===== src/design/aam_regs.svh =====
// Constants for the amplifier alarm monitor: clock rate, persistence times and condition indices.
`ifndef AAM_REGS_SVH
`define AAM_REGS_SVH
`define AAM_CLK_HZ       20000000
`define AAM_PERSIST_S    5
`define AAM_DCSHUT_S     1
`define AAM_LOOP_S       30
`define AAM_NUM_COND     11
`define AAM_C_GAINA      0
`define AAM_C_GAINB      1
`define AAM_C_TEMPW      2
`define AAM_C_SUPW       3
`define AAM_C_DCW        4
`define AAM_C_TEMPS      5
`define AAM_C_HVS        6
`define AAM_C_V9S        7
`define AAM_C_DCS        8
`define AAM_C_LOOP1      9
`define AAM_C_LOOP2      10
`endif


===== src/design/aam_pkg.sv =====
// Types shared by the amplifier alarm monitor modules.
package aam_pkg;
  typedef logic signed [15:0] aam_meas_w_t;

  typedef struct packed {
    aam_meas_w_t inPwr;
    aam_meas_w_t outputRfPower;
    aam_meas_w_t loop1Err;
    aam_meas_w_t loop2Err;
    aam_meas_w_t tempInt;
    aam_meas_w_t tempBase;
    aam_meas_w_t v15;
    aam_meas_w_t v5;
    aam_meas_w_t vNeg5;
    aam_meas_w_t vHigh;
    aam_meas_w_t v9;
    aam_meas_w_t dcPwr;
    aam_meas_w_t mainAttSetting;
    aam_meas_w_t errAttSetting;
    aam_meas_w_t mainAttDefault;
    aam_meas_w_t errAttDefault;
  } aam_meas_t;

  typedef struct packed {
    logic enable;
    logic clearAlarms;
    logic disableAmp;
    logic statusSent;
  } aam_cmd_t;

  typedef struct packed {
    logic gain;
    logic partFail;
    logic tempWarn;
    logic supplyWarn;
    logic dcWarn;
    logic loop1;
    logic loop2;
  } aam_minor_t;

  typedef struct packed {
    logic tempShut;
    logic supplyShut;
    logic dcShut;
  } aam_major_t;

  typedef struct packed {
    logic [31:0] cnt;
    logic        hit;
  } aam_pers_st_t;

  typedef enum logic {ATT_IDLE, ATT_MON} aam_attst_t;

  typedef struct packed {
    aam_attst_t  st;
    aam_meas_w_t baseMain;
    aam_meas_w_t baseErr;
    logic        fail;
  } aam_att_st_t;

  typedef struct packed {
    aam_meas_t  meas;
    aam_minor_t minor;
    aam_major_t major;
    logic       ampOn;
    logic       mainOn;
    logic       errOn;
    logic       standby;
    logic       loop1Init;
    logic       loop2Init;
  } aam_top_st_t;
endpackage


===== src/design/aam_persist.sv =====
// Persistence timer: output rises after the condition has held for COUNT uninterrupted cycles.
module aam_persist #(
  parameter int unsigned COUNT = 100000000
) (
  // Clock and reset.
  input  wire logic clock,
  input  wire logic srst,
  // Condition and qualified result.
  input  wire logic cond,
  output logic      hit
);
  import aam_pkg::*;

  localparam logic [31:0] LAST = 32'(COUNT - 1);

  aam_pers_st_t st_r;
  aam_pers_st_t st_nxt;

  always_comb begin
    st_nxt = st_r;
    if (!cond) begin
      st_nxt.cnt = 32'h0; // RULE20
      st_nxt.hit = 1'b0;
    end else if (st_r.cnt < LAST) begin
      st_nxt.cnt = st_r.cnt + 32'h1;
    end else begin
      st_nxt.hit = 1'b1;
    end
  end

  always_ff @(posedge clock) begin
    if (srst) begin
      st_r <= '0;
    end else begin
      st_r <= st_nxt;
    end
  end

  assign hit = st_r.hit;

  a_persist_restart: assert property (@(posedge clock) disable iff (srst) !cond |=> (!hit && st_r.cnt == 32'h0)) // RULE20
    else $error("persistence timer did not restart");
  a_persist_cause: assert property (@(posedge clock) disable iff (srst) $rose(hit) |-> $past(cond) && $past(st_r.cnt) == LAST)
    else $error("persistence output rose early");
endmodule


===== src/design/aam_att_check.sv =====
// Attenuator drop check for partial amplifier failure: initial test against defaults, then tracking.
module aam_att_check #(
  parameter int unsigned MARGIN = 16
) (
  // Clock and reset.
  input  wire logic                clock,
  input  wire logic                srst,
  // Amplifiers on and loops converged.
  input  wire logic                active,
  // Attenuator settings and temperature-compensated defaults.
  input  wire aam_pkg::aam_meas_w_t mainAttSetting,
  input  wire aam_pkg::aam_meas_w_t errAttSetting,
  input  wire aam_pkg::aam_meas_w_t mainAttDefault,
  input  wire aam_pkg::aam_meas_w_t errAttDefault,
  // Failure level.
  output logic                     fail
);
  import aam_pkg::*;

  localparam logic signed [16:0] MRG = 17'(MARGIN);

  aam_att_st_t st_r;
  aam_att_st_t st_nxt;

  function automatic logic below(input aam_meas_w_t val, input aam_meas_w_t ref_v);
    below = (17'(val) + MRG) < 17'(ref_v);
  endfunction

  always_comb begin
    st_nxt = st_r;
    unique case (st_r.st)
      ATT_IDLE: begin
        st_nxt.fail = 1'b0;
        if (active) begin
          st_nxt.fail     = below(mainAttSetting, mainAttDefault) || below(errAttSetting, errAttDefault); // RULE4
          st_nxt.baseMain = mainAttSetting;
          st_nxt.baseErr  = errAttSetting;
          st_nxt.st       = ATT_MON;
        end
      end
      ATT_MON: begin
        if (!active) begin
          st_nxt.fail = 1'b0;
          st_nxt.st   = ATT_IDLE;
        end else begin
          st_nxt.fail = below(mainAttSetting, st_r.baseMain) || below(errAttSetting, st_r.baseErr); // RULE5
        end
      end
    endcase
  end

  always_ff @(posedge clock) begin
    if (srst) begin
      st_r <= '{st: ATT_IDLE, baseMain: '0, baseErr: '0, fail: 1'b0};
    end else begin
      st_r <= st_nxt;
    end
  end

  assign fail = st_r.fail;

  a_att_first: assert property (@(posedge clock) disable iff (srst)
    (st_r.st == ATT_IDLE && active && below(mainAttSetting, mainAttDefault)) |=> fail) // RULE4
    else $error("initial attenuator comparison missed");
  a_att_drop: assert property (@(posedge clock) disable iff (srst)
    (st_r.st == ATT_MON && active && below(errAttSetting, st_r.baseErr)) |=> fail) // RULE5
    else $error("attenuator drop not flagged");
  a_att_idle: assert property (@(posedge clock) disable iff (srst) !active |=> !fail)
    else $error("failure flagged while inactive");
endmodule


===== src/design/aam_monitor.sv =====
// Amplifier alarm monitor top: thresholds, persistence, minor and major latches, standby control.
// Functional notes
// RULE1 - Pilot loss with error amplifier on raises error loop alarm immediately.
// RULE2 - Gain alarm when input above -3.8 dBm and output below 25 dBm for 5 s.
// RULE3 - Gain alarm when input above +2.5 dB for five seconds.
// RULE4 - On first convergence compare attenuators with defaults; lower sets partial failure.
// RULE5 - Afterwards a significant attenuator drop sets partial failure at once.
// RULE6 - Internal temperature above parameter threshold for 5 s sets minor warning.
// RULE7 - Any 15V, 5V, -5V rail outside ten percent for 5 s sets supply warning.
// RULE8 - DC power above 375W mode 1 or 300W mode 2 for 5 s warns.
// RULE9 - Major alarms latch and are not cleared by sending status.
// RULE10 - Enable, clear-alarms or disable clears all major alarms.
// RULE11 - Any major alarm forces standby with main and error amplifiers off.
// RULE12 - Base plate above threshold for 5 s latches over-temperature shutdown.
// RULE13 - High rail outside its mode window for 5 s latches supply shutdown.
// RULE14 - 9V rail above 9.9V or below 8.1V for 5 s latches supply shutdown.
// RULE15 - DC power above 417W mode 1 or 330W mode 2 for 1 s shuts down.
// RULE16 - First loop error above 2.5V for 30 s; no persistence at first enable.
// RULE17 - Second loop error above 2000 for 30 s; no persistence at first enable.
// RULE18 - After status is sent, minor alarms clear unless their condition remains.
// RULE19 - Enable, clear-alarms or disable clears all minor alarms.
// RULE20 - Persistence timers restart whenever their condition drops.
// RULE21 - Thresholds and times are parameters; measurements are registered each clock.
`include "aam_regs.svh"

module aam_monitor #(
  parameter int unsigned          PERSIST_CYC  = `AAM_PERSIST_S * `AAM_CLK_HZ,
  parameter int unsigned          DCSHUT_CYC   = `AAM_DCSHUT_S * `AAM_CLK_HZ,
  parameter int unsigned          LOOP_CYC     = `AAM_LOOP_S * `AAM_CLK_HZ,
  parameter aam_pkg::aam_meas_w_t IN_NOM_TH    = -16'sd38,
  parameter aam_pkg::aam_meas_w_t OUT_LOW_TH   = 16'sd250,
  parameter aam_pkg::aam_meas_w_t IN_HIGH_TH   = 16'sd25,
  parameter aam_pkg::aam_meas_w_t TEMP_WARN_TH = 16'sd90,
  parameter aam_pkg::aam_meas_w_t TEMP_SHUT_TH = 16'sd95,
  parameter aam_pkg::aam_meas_w_t V15_MIN      = 16'sd13500,
  parameter aam_pkg::aam_meas_w_t V15_MAX      = 16'sd16500,
  parameter aam_pkg::aam_meas_w_t V5_MIN       = 16'sd4500,
  parameter aam_pkg::aam_meas_w_t V5_MAX       = 16'sd5500,
  parameter aam_pkg::aam_meas_w_t VN5_MIN      = -16'sd5500,
  parameter aam_pkg::aam_meas_w_t VN5_MAX      = -16'sd4500,
  parameter aam_pkg::aam_meas_w_t VHI1_MIN     = 16'sd24800,
  parameter aam_pkg::aam_meas_w_t VHI1_MAX     = 16'sd30800,
  parameter aam_pkg::aam_meas_w_t VHI2_MIN     = 16'sd20250,
  parameter aam_pkg::aam_meas_w_t VHI2_MAX     = 16'sd25750,
  parameter aam_pkg::aam_meas_w_t V9_MIN       = 16'sd8100,
  parameter aam_pkg::aam_meas_w_t V9_MAX       = 16'sd9900,
  parameter aam_pkg::aam_meas_w_t DCW_M1       = 16'sd375,
  parameter aam_pkg::aam_meas_w_t DCW_M2       = 16'sd300,
  parameter aam_pkg::aam_meas_w_t DCS_M1       = 16'sd417,
  parameter aam_pkg::aam_meas_w_t DCS_M2       = 16'sd330,
  parameter aam_pkg::aam_meas_w_t LOOP1_TH     = 16'sd2500,
  parameter aam_pkg::aam_meas_w_t LOOP2_TH     = 16'sd2000,
  parameter int unsigned          ATT_MARGIN   = 16
) (
  // Clock and reset.
  input  wire logic               clock,
  input  wire logic               srst,
  // Digitised measurements and operating mode (low is mode 1).
  input  wire aam_pkg::aam_meas_t meas,
  input  wire logic               mode2,
  // Loop controller status.
  input  wire logic               loopsConverged,
  input  wire logic               pilotLost,
  // Host station commands, one-cycle pulses.
  input  wire aam_pkg::aam_cmd_t  cmd,
  // Alarm status.
  output aam_pkg::aam_minor_t     minorAlarms,
  output aam_pkg::aam_major_t     majorAlarms,
  // Amplifier control.
  output logic                    mainAmpOn,
  output logic                    errAmpOn,
  output logic                    standby
);
  import aam_pkg::*;

  localparam int unsigned NC = `AAM_NUM_COND;
  localparam int unsigned PCNT [NC] = '{PERSIST_CYC, PERSIST_CYC, PERSIST_CYC, PERSIST_CYC, PERSIST_CYC,
                                        PERSIST_CYC, PERSIST_CYC, PERSIST_CYC, DCSHUT_CYC, LOOP_CYC, LOOP_CYC};

  aam_top_st_t st_r;
  aam_top_st_t st_nxt;
  logic [NC-1:0] cond;
  logic [NC-1:0] hit;
  logic          attFail;
  logic          loop1Above;
  logic          loop2Above;
  logic          clrAll;
  aam_minor_t    minCond;
  aam_major_t    majCond;

  function automatic logic outside(input aam_meas_w_t v, input aam_meas_w_t lo, input aam_meas_w_t hi);
    outside = (v < lo) || (v > hi);
  endfunction

  // ==========================================================================
  // Threshold comparisons on the registered measurements.
  // ==========================================================================
  always_comb begin
    cond = '0;
    cond[`AAM_C_GAINA] = (st_r.meas.inPwr > IN_NOM_TH) && (st_r.meas.outputRfPower < OUT_LOW_TH); // RULE2
    cond[`AAM_C_GAINB] = st_r.meas.inPwr > IN_HIGH_TH; // RULE3
    cond[`AAM_C_TEMPW] = st_r.meas.tempInt > TEMP_WARN_TH; // RULE6
    cond[`AAM_C_SUPW]  = outside(st_r.meas.v15, V15_MIN, V15_MAX) || outside(st_r.meas.v5, V5_MIN, V5_MAX) ||
                         outside(st_r.meas.vNeg5, VN5_MIN, VN5_MAX); // RULE7
    cond[`AAM_C_DCW]   = st_r.meas.dcPwr > (mode2 ? DCW_M2 : DCW_M1); // RULE8
    cond[`AAM_C_TEMPS] = st_r.meas.tempBase > TEMP_SHUT_TH; // RULE12
    cond[`AAM_C_HVS]   = mode2 ? outside(st_r.meas.vHigh, VHI2_MIN, VHI2_MAX)
                               : outside(st_r.meas.vHigh, VHI1_MIN, VHI1_MAX); // RULE13
    cond[`AAM_C_V9S]   = outside(st_r.meas.v9, V9_MIN, V9_MAX); // RULE14
    cond[`AAM_C_DCS]   = st_r.meas.dcPwr > (mode2 ? DCS_M2 : DCS_M1); // RULE15
    cond[`AAM_C_LOOP1] = st_r.meas.loop1Err > LOOP1_TH; // RULE16
    cond[`AAM_C_LOOP2] = st_r.meas.loop2Err > LOOP2_TH; // RULE17
  end

  // ==========================================================================
  // Persistence timers.
  // ==========================================================================
  for (genvar i = 0; i < NC; i++) begin : g_pers
    aam_persist #(
      .COUNT (PCNT[i])
    ) u_pers (
      .clock (clock),
      .srst  (srst),
      .cond  (cond[i]),
      .hit   (hit[i])
    );
  end

  // ==========================================================================
  // Partial amplifier failure check.
  // ==========================================================================
  aam_att_check #(
    .MARGIN (ATT_MARGIN)
  ) u_att (
    .clock          (clock),
    .srst           (srst),
    .active         (st_r.mainOn && st_r.errOn && loopsConverged),
    .mainAttSetting (st_r.meas.mainAttSetting),
    .errAttSetting  (st_r.meas.errAttSetting),
    .mainAttDefault (st_r.meas.mainAttDefault),
    .errAttDefault  (st_r.meas.errAttDefault),
    .fail           (attFail)
  );

  // ==========================================================================
  // Alarm conditions, latches and amplifier control.
  // ==========================================================================
  always_comb begin
    loop1Above = cond[`AAM_C_LOOP1];
    loop2Above = cond[`AAM_C_LOOP2];
    clrAll     = cmd.enable || cmd.clearAlarms || cmd.disableAmp;

    minCond.gain       = hit[`AAM_C_GAINA] || hit[`AAM_C_GAINB]; // RULE2 RULE3
    minCond.partFail   = attFail; // RULE4 RULE5
    minCond.tempWarn   = hit[`AAM_C_TEMPW]; // RULE6
    minCond.supplyWarn = hit[`AAM_C_SUPW]; // RULE7
    minCond.dcWarn     = hit[`AAM_C_DCW]; // RULE8
    // Right after enable the loop alarm follows the raw error until that error first drops to or below its threshold.
    minCond.loop1      = st_r.loop1Init ? loop1Above : hit[`AAM_C_LOOP1]; // RULE16
    minCond.loop2      = (st_r.loop2Init ? loop2Above : hit[`AAM_C_LOOP2]) ||
                         (pilotLost && st_r.errOn); // RULE1 RULE17
    majCond.tempShut   = hit[`AAM_C_TEMPS]; // RULE12
    majCond.supplyShut = hit[`AAM_C_HVS] || hit[`AAM_C_V9S]; // RULE13 RULE14
    majCond.dcShut     = hit[`AAM_C_DCS]; // RULE15

    st_nxt      = st_r;
    st_nxt.meas = meas; // RULE21

    // A condition present in the clearing cycle wins over the clear.
    st_nxt.minor = ((clrAll || cmd.statusSent) ? '0 : st_r.minor) | minCond; // RULE18 RULE19
    st_nxt.major = (clrAll ? '0 : st_r.major) | majCond; // RULE9 RULE10

    if (cmd.disableAmp) begin
      st_nxt.ampOn = 1'b0;
    end else if (cmd.enable) begin
      st_nxt.ampOn = 1'b1;
    end
    if (st_nxt.ampOn && !st_r.ampOn) begin
      st_nxt.loop1Init = 1'b1;
      st_nxt.loop2Init = 1'b1;
    end else if (!st_nxt.ampOn) begin
      st_nxt.loop1Init = 1'b0;
      st_nxt.loop2Init = 1'b0;
    end else begin
      st_nxt.loop1Init = st_r.loop1Init && loop1Above;
      st_nxt.loop2Init = st_r.loop2Init && loop2Above;
    end

    st_nxt.standby = st_nxt.ampOn && (st_nxt.major != '0); // RULE11
    st_nxt.mainOn  = st_nxt.ampOn && (st_nxt.major == '0); // RULE11
    st_nxt.errOn   = st_nxt.ampOn && (st_nxt.major == '0); // RULE11
  end

  always_ff @(posedge clock) begin
    if (srst) begin
      st_r <= '0;
    end else begin
      st_r <= st_nxt;
    end
  end

  assign minorAlarms = st_r.minor;
  assign majorAlarms = st_r.major;
  assign mainAmpOn   = st_r.mainOn;
  assign errAmpOn    = st_r.errOn;
  assign standby     = st_r.standby;

  // ==========================================================================
  // Checks.
  // ==========================================================================
  a_major_standby: assert property (@(posedge clock) disable iff (srst) // RULE11
    (majorAlarms != '0) |-> (!mainAmpOn && !errAmpOn && (standby == st_r.ampOn)))
    else $error("major alarm without standby");
  a_major_sticky: assert property (@(posedge clock) disable iff (srst) // RULE9
    (majorAlarms != '0 && !clrAll) |=> ((majorAlarms & $past(majorAlarms)) == $past(majorAlarms)))
    else $error("major alarm lost without clear");
  a_major_clear: assert property (@(posedge clock) disable iff (srst) // RULE10
    (clrAll && majCond == '0) |=> (majorAlarms == '0))
    else $error("major alarms not cleared");
  a_minor_clear: assert property (@(posedge clock) disable iff (srst) // RULE19
    (clrAll && minCond == '0) |=> (minorAlarms == '0))
    else $error("minor alarms not cleared");
  a_minor_sent: assert property (@(posedge clock) disable iff (srst) // RULE18
    cmd.statusSent |=> (minorAlarms == $past(minCond)))
    else $error("minor alarms wrong after status sent");
  a_gain_cause: assert property (@(posedge clock) disable iff (srst) // RULE2
    $rose(minorAlarms.gain) |-> $past(hit[`AAM_C_GAINA] || hit[`AAM_C_GAINB]))
    else $error("gain alarm without persistent cause");
  a_pilot_loop: assert property (@(posedge clock) disable iff (srst) // RULE1
    (pilotLost && errAmpOn) |=> minorAlarms.loop2)
    else $error("pilot loss did not raise error loop alarm");
  a_dc_shutdown: assert property (@(posedge clock) disable iff (srst) // RULE15
    hit[`AAM_C_DCS] |=> (majorAlarms.dcShut && !mainAmpOn) ##1 !mainAmpOn)
    else $error("dc power shutdown not latched");
  a_loop_first: assert property (@(posedge clock) disable iff (srst) // RULE16
    (st_r.loop1Init && loop1Above) |=> minorAlarms.loop1)
    else $error("first loop alarm missing after enable");

  // ==========================================================================
  // Per-condition latch checks.
  // ==========================================================================
  a_gain_low: assert property (@(posedge clock) disable iff (srst) // RULE2
    hit[`AAM_C_GAINA]
    |=> minorAlarms.gain)
    else $error("low gain missed");
  a_gain_high: assert property (@(posedge clock) disable iff (srst) // RULE3
    hit[`AAM_C_GAINB]
    |=> minorAlarms.gain)
    else $error("high gain missed");
  a_temp_warn: assert property (@(posedge clock) disable iff (srst) // RULE6
    hit[`AAM_C_TEMPW]
    |=> minorAlarms.tempWarn)
    else $error("temp warning missed");
  a_supply_warn: assert property (@(posedge clock) disable iff (srst) // RULE7
    hit[`AAM_C_SUPW]
    |=> minorAlarms.supplyWarn)
    else $error("supply warning missed");
  a_dc_warn: assert property (@(posedge clock) disable iff (srst) // RULE8
    hit[`AAM_C_DCW]
    |=> minorAlarms.dcWarn)
    else $error("dc warning missed");
  a_temp_shut: assert property (@(posedge clock) disable iff (srst) // RULE12
    hit[`AAM_C_TEMPS]
    |=> majorAlarms.tempShut)
    else $error("temp shutdown missed");
  a_rail_shut: assert property (@(posedge clock) disable iff (srst) // RULE13
    hit[`AAM_C_HVS]
    |=> majorAlarms.supplyShut)
    else $error("high rail shutdown missed");
  a_nine_volt: assert property (@(posedge clock) disable iff (srst) // RULE14
    hit[`AAM_C_V9S]
    |=> majorAlarms.supplyShut)
    else $error("9V shutdown missed");
  a_loop1_persist: assert property (@(posedge clock) disable iff (srst) // RULE16
    (!st_r.loop1Init && hit[`AAM_C_LOOP1])
    |=> minorAlarms.loop1)
    else $error("loop1 alarm missed");
  a_loop2_persist: assert property (@(posedge clock) disable iff (srst) // RULE17
    (!st_r.loop2Init && hit[`AAM_C_LOOP2])
    |=> minorAlarms.loop2)
    else $error("loop2 alarm missed");
  a_part_fail: assert property (@(posedge clock) disable iff (srst) // RULE4 RULE5
    attFail
    |=> minorAlarms.partFail)
    else $error("partial failure missed");
  a_minor_keep: assert property (@(posedge clock) disable iff (srst) // RULE18
    (!clrAll && !cmd.statusSent)
    |=> ((minorAlarms & $past(minorAlarms)) == $past(minorAlarms)))
    else $error("minor alarm lost");
  a_standby_off: assert property (@(posedge clock) disable iff (srst) // RULE11
    standby
    |-> (!mainAmpOn && !errAmpOn))
    else $error("amplifier on in standby");
  a_amp_off: assert property (@(posedge clock) disable iff (srst) // RULE10
    cmd.disableAmp
    |=> (!mainAmpOn && !errAmpOn && !standby))
    else $error("disable ignored");
  a_dc_cause: assert property (@(posedge clock) disable iff (srst) // RULE15
    $rose(majorAlarms.dcShut)
    |-> $past(hit[`AAM_C_DCS]))
    else $error("dc shutdown without cause");
endmodule


===== config.mk =====
export PLATFORM = sky130hd
export DESIGN_NAME = aam_monitor
export DESIGN_NICKNAME = d
export VERILOG_FILES = /design/src/design/aam_pkg.sv /design/src/design/aam_persist.sv /design/src/design/aam_att_check.sv /design/src/design/aam_monitor.sv
export VERILOG_INCLUDE_DIRS = /design/src /design/src/design
export SDC_FILE = /design/constraint.sdc
export NUM_CORES = 1
export LEC_CHECK = 0
export ABC_AREA = 1
export BUFFER_PORTS_ARGS = -buffer_cell sky130_fd_sc_hd__buf_4
export CORE_MARGIN = 1.5
export CORE_UTILIZATION = 40
export CTS_CLUSTER_DIAMETER = 200
export DETAILED_ROUTE_END_ITERATION = 8
export HOLD_SLACK_MARGIN = 0.06
export PLACE_DENSITY = 0.66
export SYNTH_ARGS = -nofsm -noshare
export SYNTH_HDL_FRONTEND = slang
export SYNTH_SLANG_ARGS = --single-unit

===== constraint.sdc =====
create_clock -name clock -period 2.4 [get_ports clock]
set_input_delay 0.24 -clock clock [delete_from_list [all_inputs] [get_ports clock]]
set_output_delay 0.24 -clock clock [all_outputs]
set_load 0.01 [all_outputs]

# Yosys cells after proc, flatten, opt, wreduce, memory -nomap -nowiden
# Cells that the tools add are included.
# word_totals
in_bits,265
reg_bits,668
output_inout_bits,13
# op_classes
n_bitwise,14
n_lt_le_gt_ge,36
n_addsub,13
n_mux,16
reduce_logical,39
# ops
cell,count
adder 32 x 1 -> 32 bit (second input constant),11
less-than comparator 32 x 27 -> 1 bit (second input constant),8
less-than comparator 17 x 16 -> 1 bit,4
less-than comparator 32 x 30 -> 1 bit (second input constant),2
> comparator 16 bit (second input constant),3
less-than comparator 16 x 14 -> 1 bit (second input constant),3
adder 16 x 6 -> 17 bit (second input constant),2
two-way mux 34 bit,1
> comparator 16 x 10 -> 1 bit,2
> comparator 16 x 14 -> 1 bit (second input constant),2
> comparator 16 x 8 -> 1 bit (second input constant),2
less-than comparator 16 bit (second input constant),2
less-than comparator 32 x 25 -> 1 bit (second input constant),1
OR reduction 2 bit,11
> comparator 16 x 12 -> 1 bit (second input constant),1
> comparator 16 x 13 -> 1 bit (second input constant),1
> comparator 16 x 15 -> 1 bit (second input constant),1
> comparator 16 x 6 -> 1 bit (second input constant),1
> comparator 16 x 7 -> 1 bit (second input constant),1
logical OR 1 bit,16
less-than comparator 16 x 15 -> 1 bit (second input constant),1
less-than comparator 16 x 9 -> 1 bit (second input constant),1
two-way mux 7 bit,2
NOT 1 bit,12
other kinds (12),27

# Logic depth before layout (Yosys ltp)
# logic_depth
ltp_word,6
ltp_mapped,21
mapped_depth_nobuf,21

# By module
# From an unflattened synthesis, not the netlist that was laid out.
# unflattened
cells_unflattened,5267
area_unflattened_um2,35295.1
# by_module_without_submodules
module,seq_area_each_um2,cells_per_inst,area_each_um2,instances
aam_persist at g_pers[0].u_pers ...,660.6,325,2077.0,8
aam_monitor,5305.1,1199,9270.1,1
aam_persist at g_pers[10].u_pers ...,660.6,324,1990.7,2
aam_att_check,680.7,505,3404.5,1
aam_persist at g_pers[8].u_pers,660.6,315,2023.2,1

# Worst setup path after synthesis
# Ideal clock, no wire load.
# synth_timing
kind,reg-to-reg
startpoint,register st_r[68] (netlist bit)
endpoint,register u_att.st_r (netlist bit u_att.fail)
period_less_slack_ns,2.398
required_ns,2.268
arrival_time_ns,2.266
path_stages_with_launch,19
n_path_buf,0
path_slack_ns,0.002
setup_ns,0.132
cell_sequence,dfxtp_1 > ha_1 > nand3_1 > nor2_1 > nand2_1 > nor3_1 > nand3_1 > nand2_1 > inv_1 > ha_1 > a21o_1 > nor2_1 > nand2_1 > nor2_1 > nand3b_1 > nand2_1 > nand2_1 > nand2_1 > a21oi_1
# synth_between
elab_chain_len,5
# synth_rtl
element,line,rtl
"start, declared",aam_monitor.sv:80,aam_top_st_t st_r;
"start signal, assigned",aam_monitor.sv:198,st_r <= st_nxt;
adder 16 x 6 -> 17 bit *,aam_att_check.sv:26,below = (17'(val) + MRG) < 17'(ref_v);
less-than comparator 17 x 16 -> 1 bit,aam_att_check.sv:26,
"logical OR 1 bit, on equally long branches","aam_att_check.sv:46, aam_att_check.sv:35",
two-way mux 1 bit or two-way mux 34 bit (tied branches),"aam_att_check.sv:42, aam_att_check.sv:34",
one-hot mux 1 bit (2 select lines) *,aam_att_check.sv:31,unique case (st_r.st)
"end signal, assigned",aam_att_check.sv:54,"st_r <= '{st: ATT_IDLE, baseMain: '0, baseErr: '0, fail: 1'b0};"
"end signal, assigned",aam_att_check.sv:56,st_r <= st_nxt;
"end, declared",aam_att_check.sv:22,aam_att_st_t st_r;
# Every way passes the cells marked *; elsewhere a longest branch is shown, timed or not.
# A chain may end at the register's enable or synchronous reset.

# Final worst setup path
# layout_timing
startpoint,register st_r[52] (netlist bit)
endpoint,register u_att.st_r (netlist bit u_att.fail)
# Same word-level chain as after synthesis.

==> results_dict.tcl <==
set metrics [dict create \
    die_area_um2 82900 \
    critPathTopFamily "simple AND/OR/NAND/NOR gates" \
    netlist.area_leader.share_pct 40.8 \
    tightestPinTransition_ns 0.789 \
    path_max_fanout 2 \
    crit_chain "buf_6 > nand3_4 > nor3_4 > nand3_2 > nor2_2 > nand3_1 > xor2_1 > inv_2 > ha_4 > nand2_4 > nor2_4 > nand2_2 > nor2_2 > nor2_2 > nand2_1 > nand2_1 > nand2_1 > nand2_1 > nand2_1 > a21oi_1" \
    clock-root-buffer "clkbuf_16" \
    clockPowerShare_pct 47.2 \
    io_buffers 271 \
    cts_made_buffers 76 \
    crit_top_cell "nand2_1" \
    n_antenna_cell 0 \
    num_rows 104 \
    first_pass_iters 5 \
    cp-startpoint "st_r[52]" \
    die_width_um 288 \
    syn2layout_area_growth_pct 27.1 \
    powerDensity_nw_per_um2 615 \
    setup_viol 1 \
    r2r-end "u_att.fail" \
    timing.hold.worst.class "input pin to register" \
    ir_drop_uv 481 \
    maxCapViolCount 0 \
    seq_power_share_pct 45.1 \
    nNetsFinal 5636 \
    core-area_um2 80400 \
    synth_most_common_cell "nand2_1" \
    gp_congestion 0.902 \
    synth_nets 5089 \
    cp.required_ns 2.85 \
    setup_slack_ns -0.154 \
    initial_core_util_pct 40.4 \
    clock.fmax_ghz 0.392 \
    drt-initial-drc-count 1626 \
    synth-main-ff-cell "dfxtp_1" \
    holdPathStages 3 \
    ff_latch_area_um2 13300 \
    vias_per_cell 4.72 \
    synth_cell_types 52 \
    maxSlewHeadroom_pct 46.9 \
    start_kind "register" \
    hold_path_end "st_r[81]" \
    critPathSlowestCell "dfxtp_2" \
    wl_per_cell_um 12.8 \
    status "finished with violations" \
    hold_start "srst" \
    pwr-share-comb_pct 7.7 \
    power_switching_mw 5.73 \
    finalCritPeriodShare_pct 106 \
    crit_arrival_ns 3.00 \
    antenna_found_initial 2 \
    internal_power_mw 19.6 \
    grt_max_degree 139 \
    grt_pass1_vias 28958 \
    globalRouteTotalUtil_pct 19.4 \
    fin_tns_setup_ns -0.154 \
    syn_area_um2 32500 \
    io-pin-count 278 \
    vias 30190 \
    finalCriticalPeriod_ns 2.55 \
    skew_ns 0.0303 \
    antenna_left 0 \
    drc 0 \
    clock_path_buffers 3 \
    failed_checks "setup timing" \
    cts.clk_slew.worst_paths_ns 0.06 \
    path_buf_inv 2 \
    crit_cells 20 \
    finalMaxSlewViolations 0 \
    fill_cells 7724 \
    syn_inst 4738 \
    die_h_um 288 \
    synth-async-reset-ratio_pct 0 \
    stdcell_count 6398 \
    worstSetupPathType "register to register" \
    rr_startpoint "st_r[52]" \
    layout-drive-gt1-share_pct 10.9 \
    routed_wl_um 81800 \
    power.leakage_nw 17.6 \
    synth_top_area_cell "dfxtp_1" \
    clock_latency_ns 0.61 \
    synth_top_cells_by_count "nand2_1, inv_1, nor2_1, dfxtp_1, a21oi_1" \
    syn_avg_cell_area_um2 6.85 \
    post-place-cells 6004 \
    yosys-top-cells-area "dfxtp_1, nand2_1, inv_1, nor2_1, a21oi_1" \
    ys_ff_latch 662 \
    htreeDepth 3 \
    grt-ovfl-total 0 \
    swShare_pct 22.6 \
    end_kind "register" \
    ys_seq_area_share_pct 40.8 \
    multiInputGateArea_um2 15800 \
    synth-edff-count 0 \
    slowest_delay_ns 0.36 \
    total_power_mw 25.4 \
    cts.sinks 662 \
    rsz0062_at_grt "true" \
    r2r_cells 20 \
    cts_tree "done" \
    grt_pass1_wl_um 136000 \
    yosysWarnings 0 \
    r2r_slack_ns -0.15 \
    hold_viol 0 \
    place_hpwl_um 54700 \
]
stage by stage:
stage | cell area [um^2] | utilization, % | hold WS, ns | setup slack, ns
after global routing | 41300 | 51.3 | 0.101 | -0.328
final | 41300 | 51.3 | 0.115 | -0.154
after CTS | 41000 | 51.0 | 0.0736 | -0.202
after floorplan | 32500 | - | 0.347 | 0.00216
after global placement | 35700 | 44.4 | 0.415 | -0.140
after detailed placement | 35700 | 44.4 | 0.420 | -0.247
layer usage:
| metal | global-route usage (%) | share of wire, % |
|---|---|---|
| met3 | 2.97 | 4.5 |
| met4 | 5.33 | 1.9 |
| met5 | 0 | 0 |
| met1 | 25.4 | 47 |
| met2 | 33.0 | 47 |
sequential cells by signal, indices dropped and copies added (netlist names):
register            flops
st_r                  253
minorAlarms             7
g_pers.u_pers.st_r    352
u_att.st_r             33
majorAlarms             3
standby                 1
u_att.fail              1
g_pers.u_pers.hit      11
errAmpOn                1
logic make-up (layout without fill, tap and decap cells):
logic type / Yosys count / after routing / share of synthesized area, %
xor+xnor: 231 / 231 / 6.23
compound gates: 463 / 463 / 7.58
buf+inv: 938 / 1538 / 11.5
fa+ha+maj: 86 / 86 / 3.31
flops: 662 / 662 / 40.8
simple gates: 2358 / 2358 / 30.6
worst max path at each step:
| stage | end | slack (ns) |
|---|---|---|
| 2_1_floorplan | u_att.fail | 0.002 |
| 3_3_place_gp | u_att.fail | -0.14 |
| 3_5_place_dp | u_att.fail | -0.25 |
| 4_1_cts | u_att.fail | -0.20 |
| 5_1_grt | u_att.fail | -0.33 |
| 6_report | u_att.fail | -0.15 |
power groups by stage:
stage	clock network (mW)	registers, mW	logic (mW)
floorplan	0	11.6	0.883
global placement	0	11.7	1.50
detailed placement	0	11.7	1.53
finish	12.0	11.4	1.96
global route	12.8	11.5	2.20
CTS	12.3	11.4	1.88
what timing repair did:
item	4_1_cts	5_1_grt
hold endpoints to repair	253	0
setup endpoints to repair	1	6
hold buffers	258	0
setup buffers	3	2
gates resized for setup	12	59
pin swaps	6	25
worst register-to-register path: cells and delay by family, from the launching register on:
family	cells	cell delay [ns]
flops	1	0.36
compound gates	1	0.05
buf+inv	2	0.21
fa+ha+maj	1	0.28
simple gates	15	1.34
xor+xnor	1	0.17
final cells by class:
type                            count  area share [%]
Tap cell                         1060            3.21
Clock inverter                     26           0.949
Multi-Input combinational cell   3138            38.3
Inverter                          798            7.27
Sequential cell                   662            32.1
Clock buffer                      105            5.33
Timing Repair Buffer              609            12.8
cells in the final DEF (no fill, tap or decap), types with 9 or more instances in the layout:
| cell type | count |
|---|---|
| clkbuf_1 | 11 |
| dlygate4sd3_1 | 258 |
| inv_2 | 23 |
| inv_1 | 771 |
| nand4_1 | 106 |
| nand3_1 | 245 |
| clkbuf_8 | 17 |
| xor2_1 | 156 |
| buf_4 | 342 |
| ha_4 | 11 |
| xnor2_1 | 71 |
| nor4_1 | 20 |
| nor3b_1 | 10 |
| dfxtp_1 | 657 |
| o21ai_1 | 19 |
| a21oi_1 | 294 |
| nand2_2 | 16 |
| clkbuf_16 | 77 |
| nand2_1 | 1007 |
| bufinv_16 | 9 |
| o21ai_0 | 103 |
| a21o_1 | 9 |
| ha_1 | 75 |
| nor2_2 | 15 |
| nand3b_1 | 18 |
| nor3_1 | 158 |
| nor2_1 | 728 |
No activity file was read; power rests on OpenSTA's default activity.
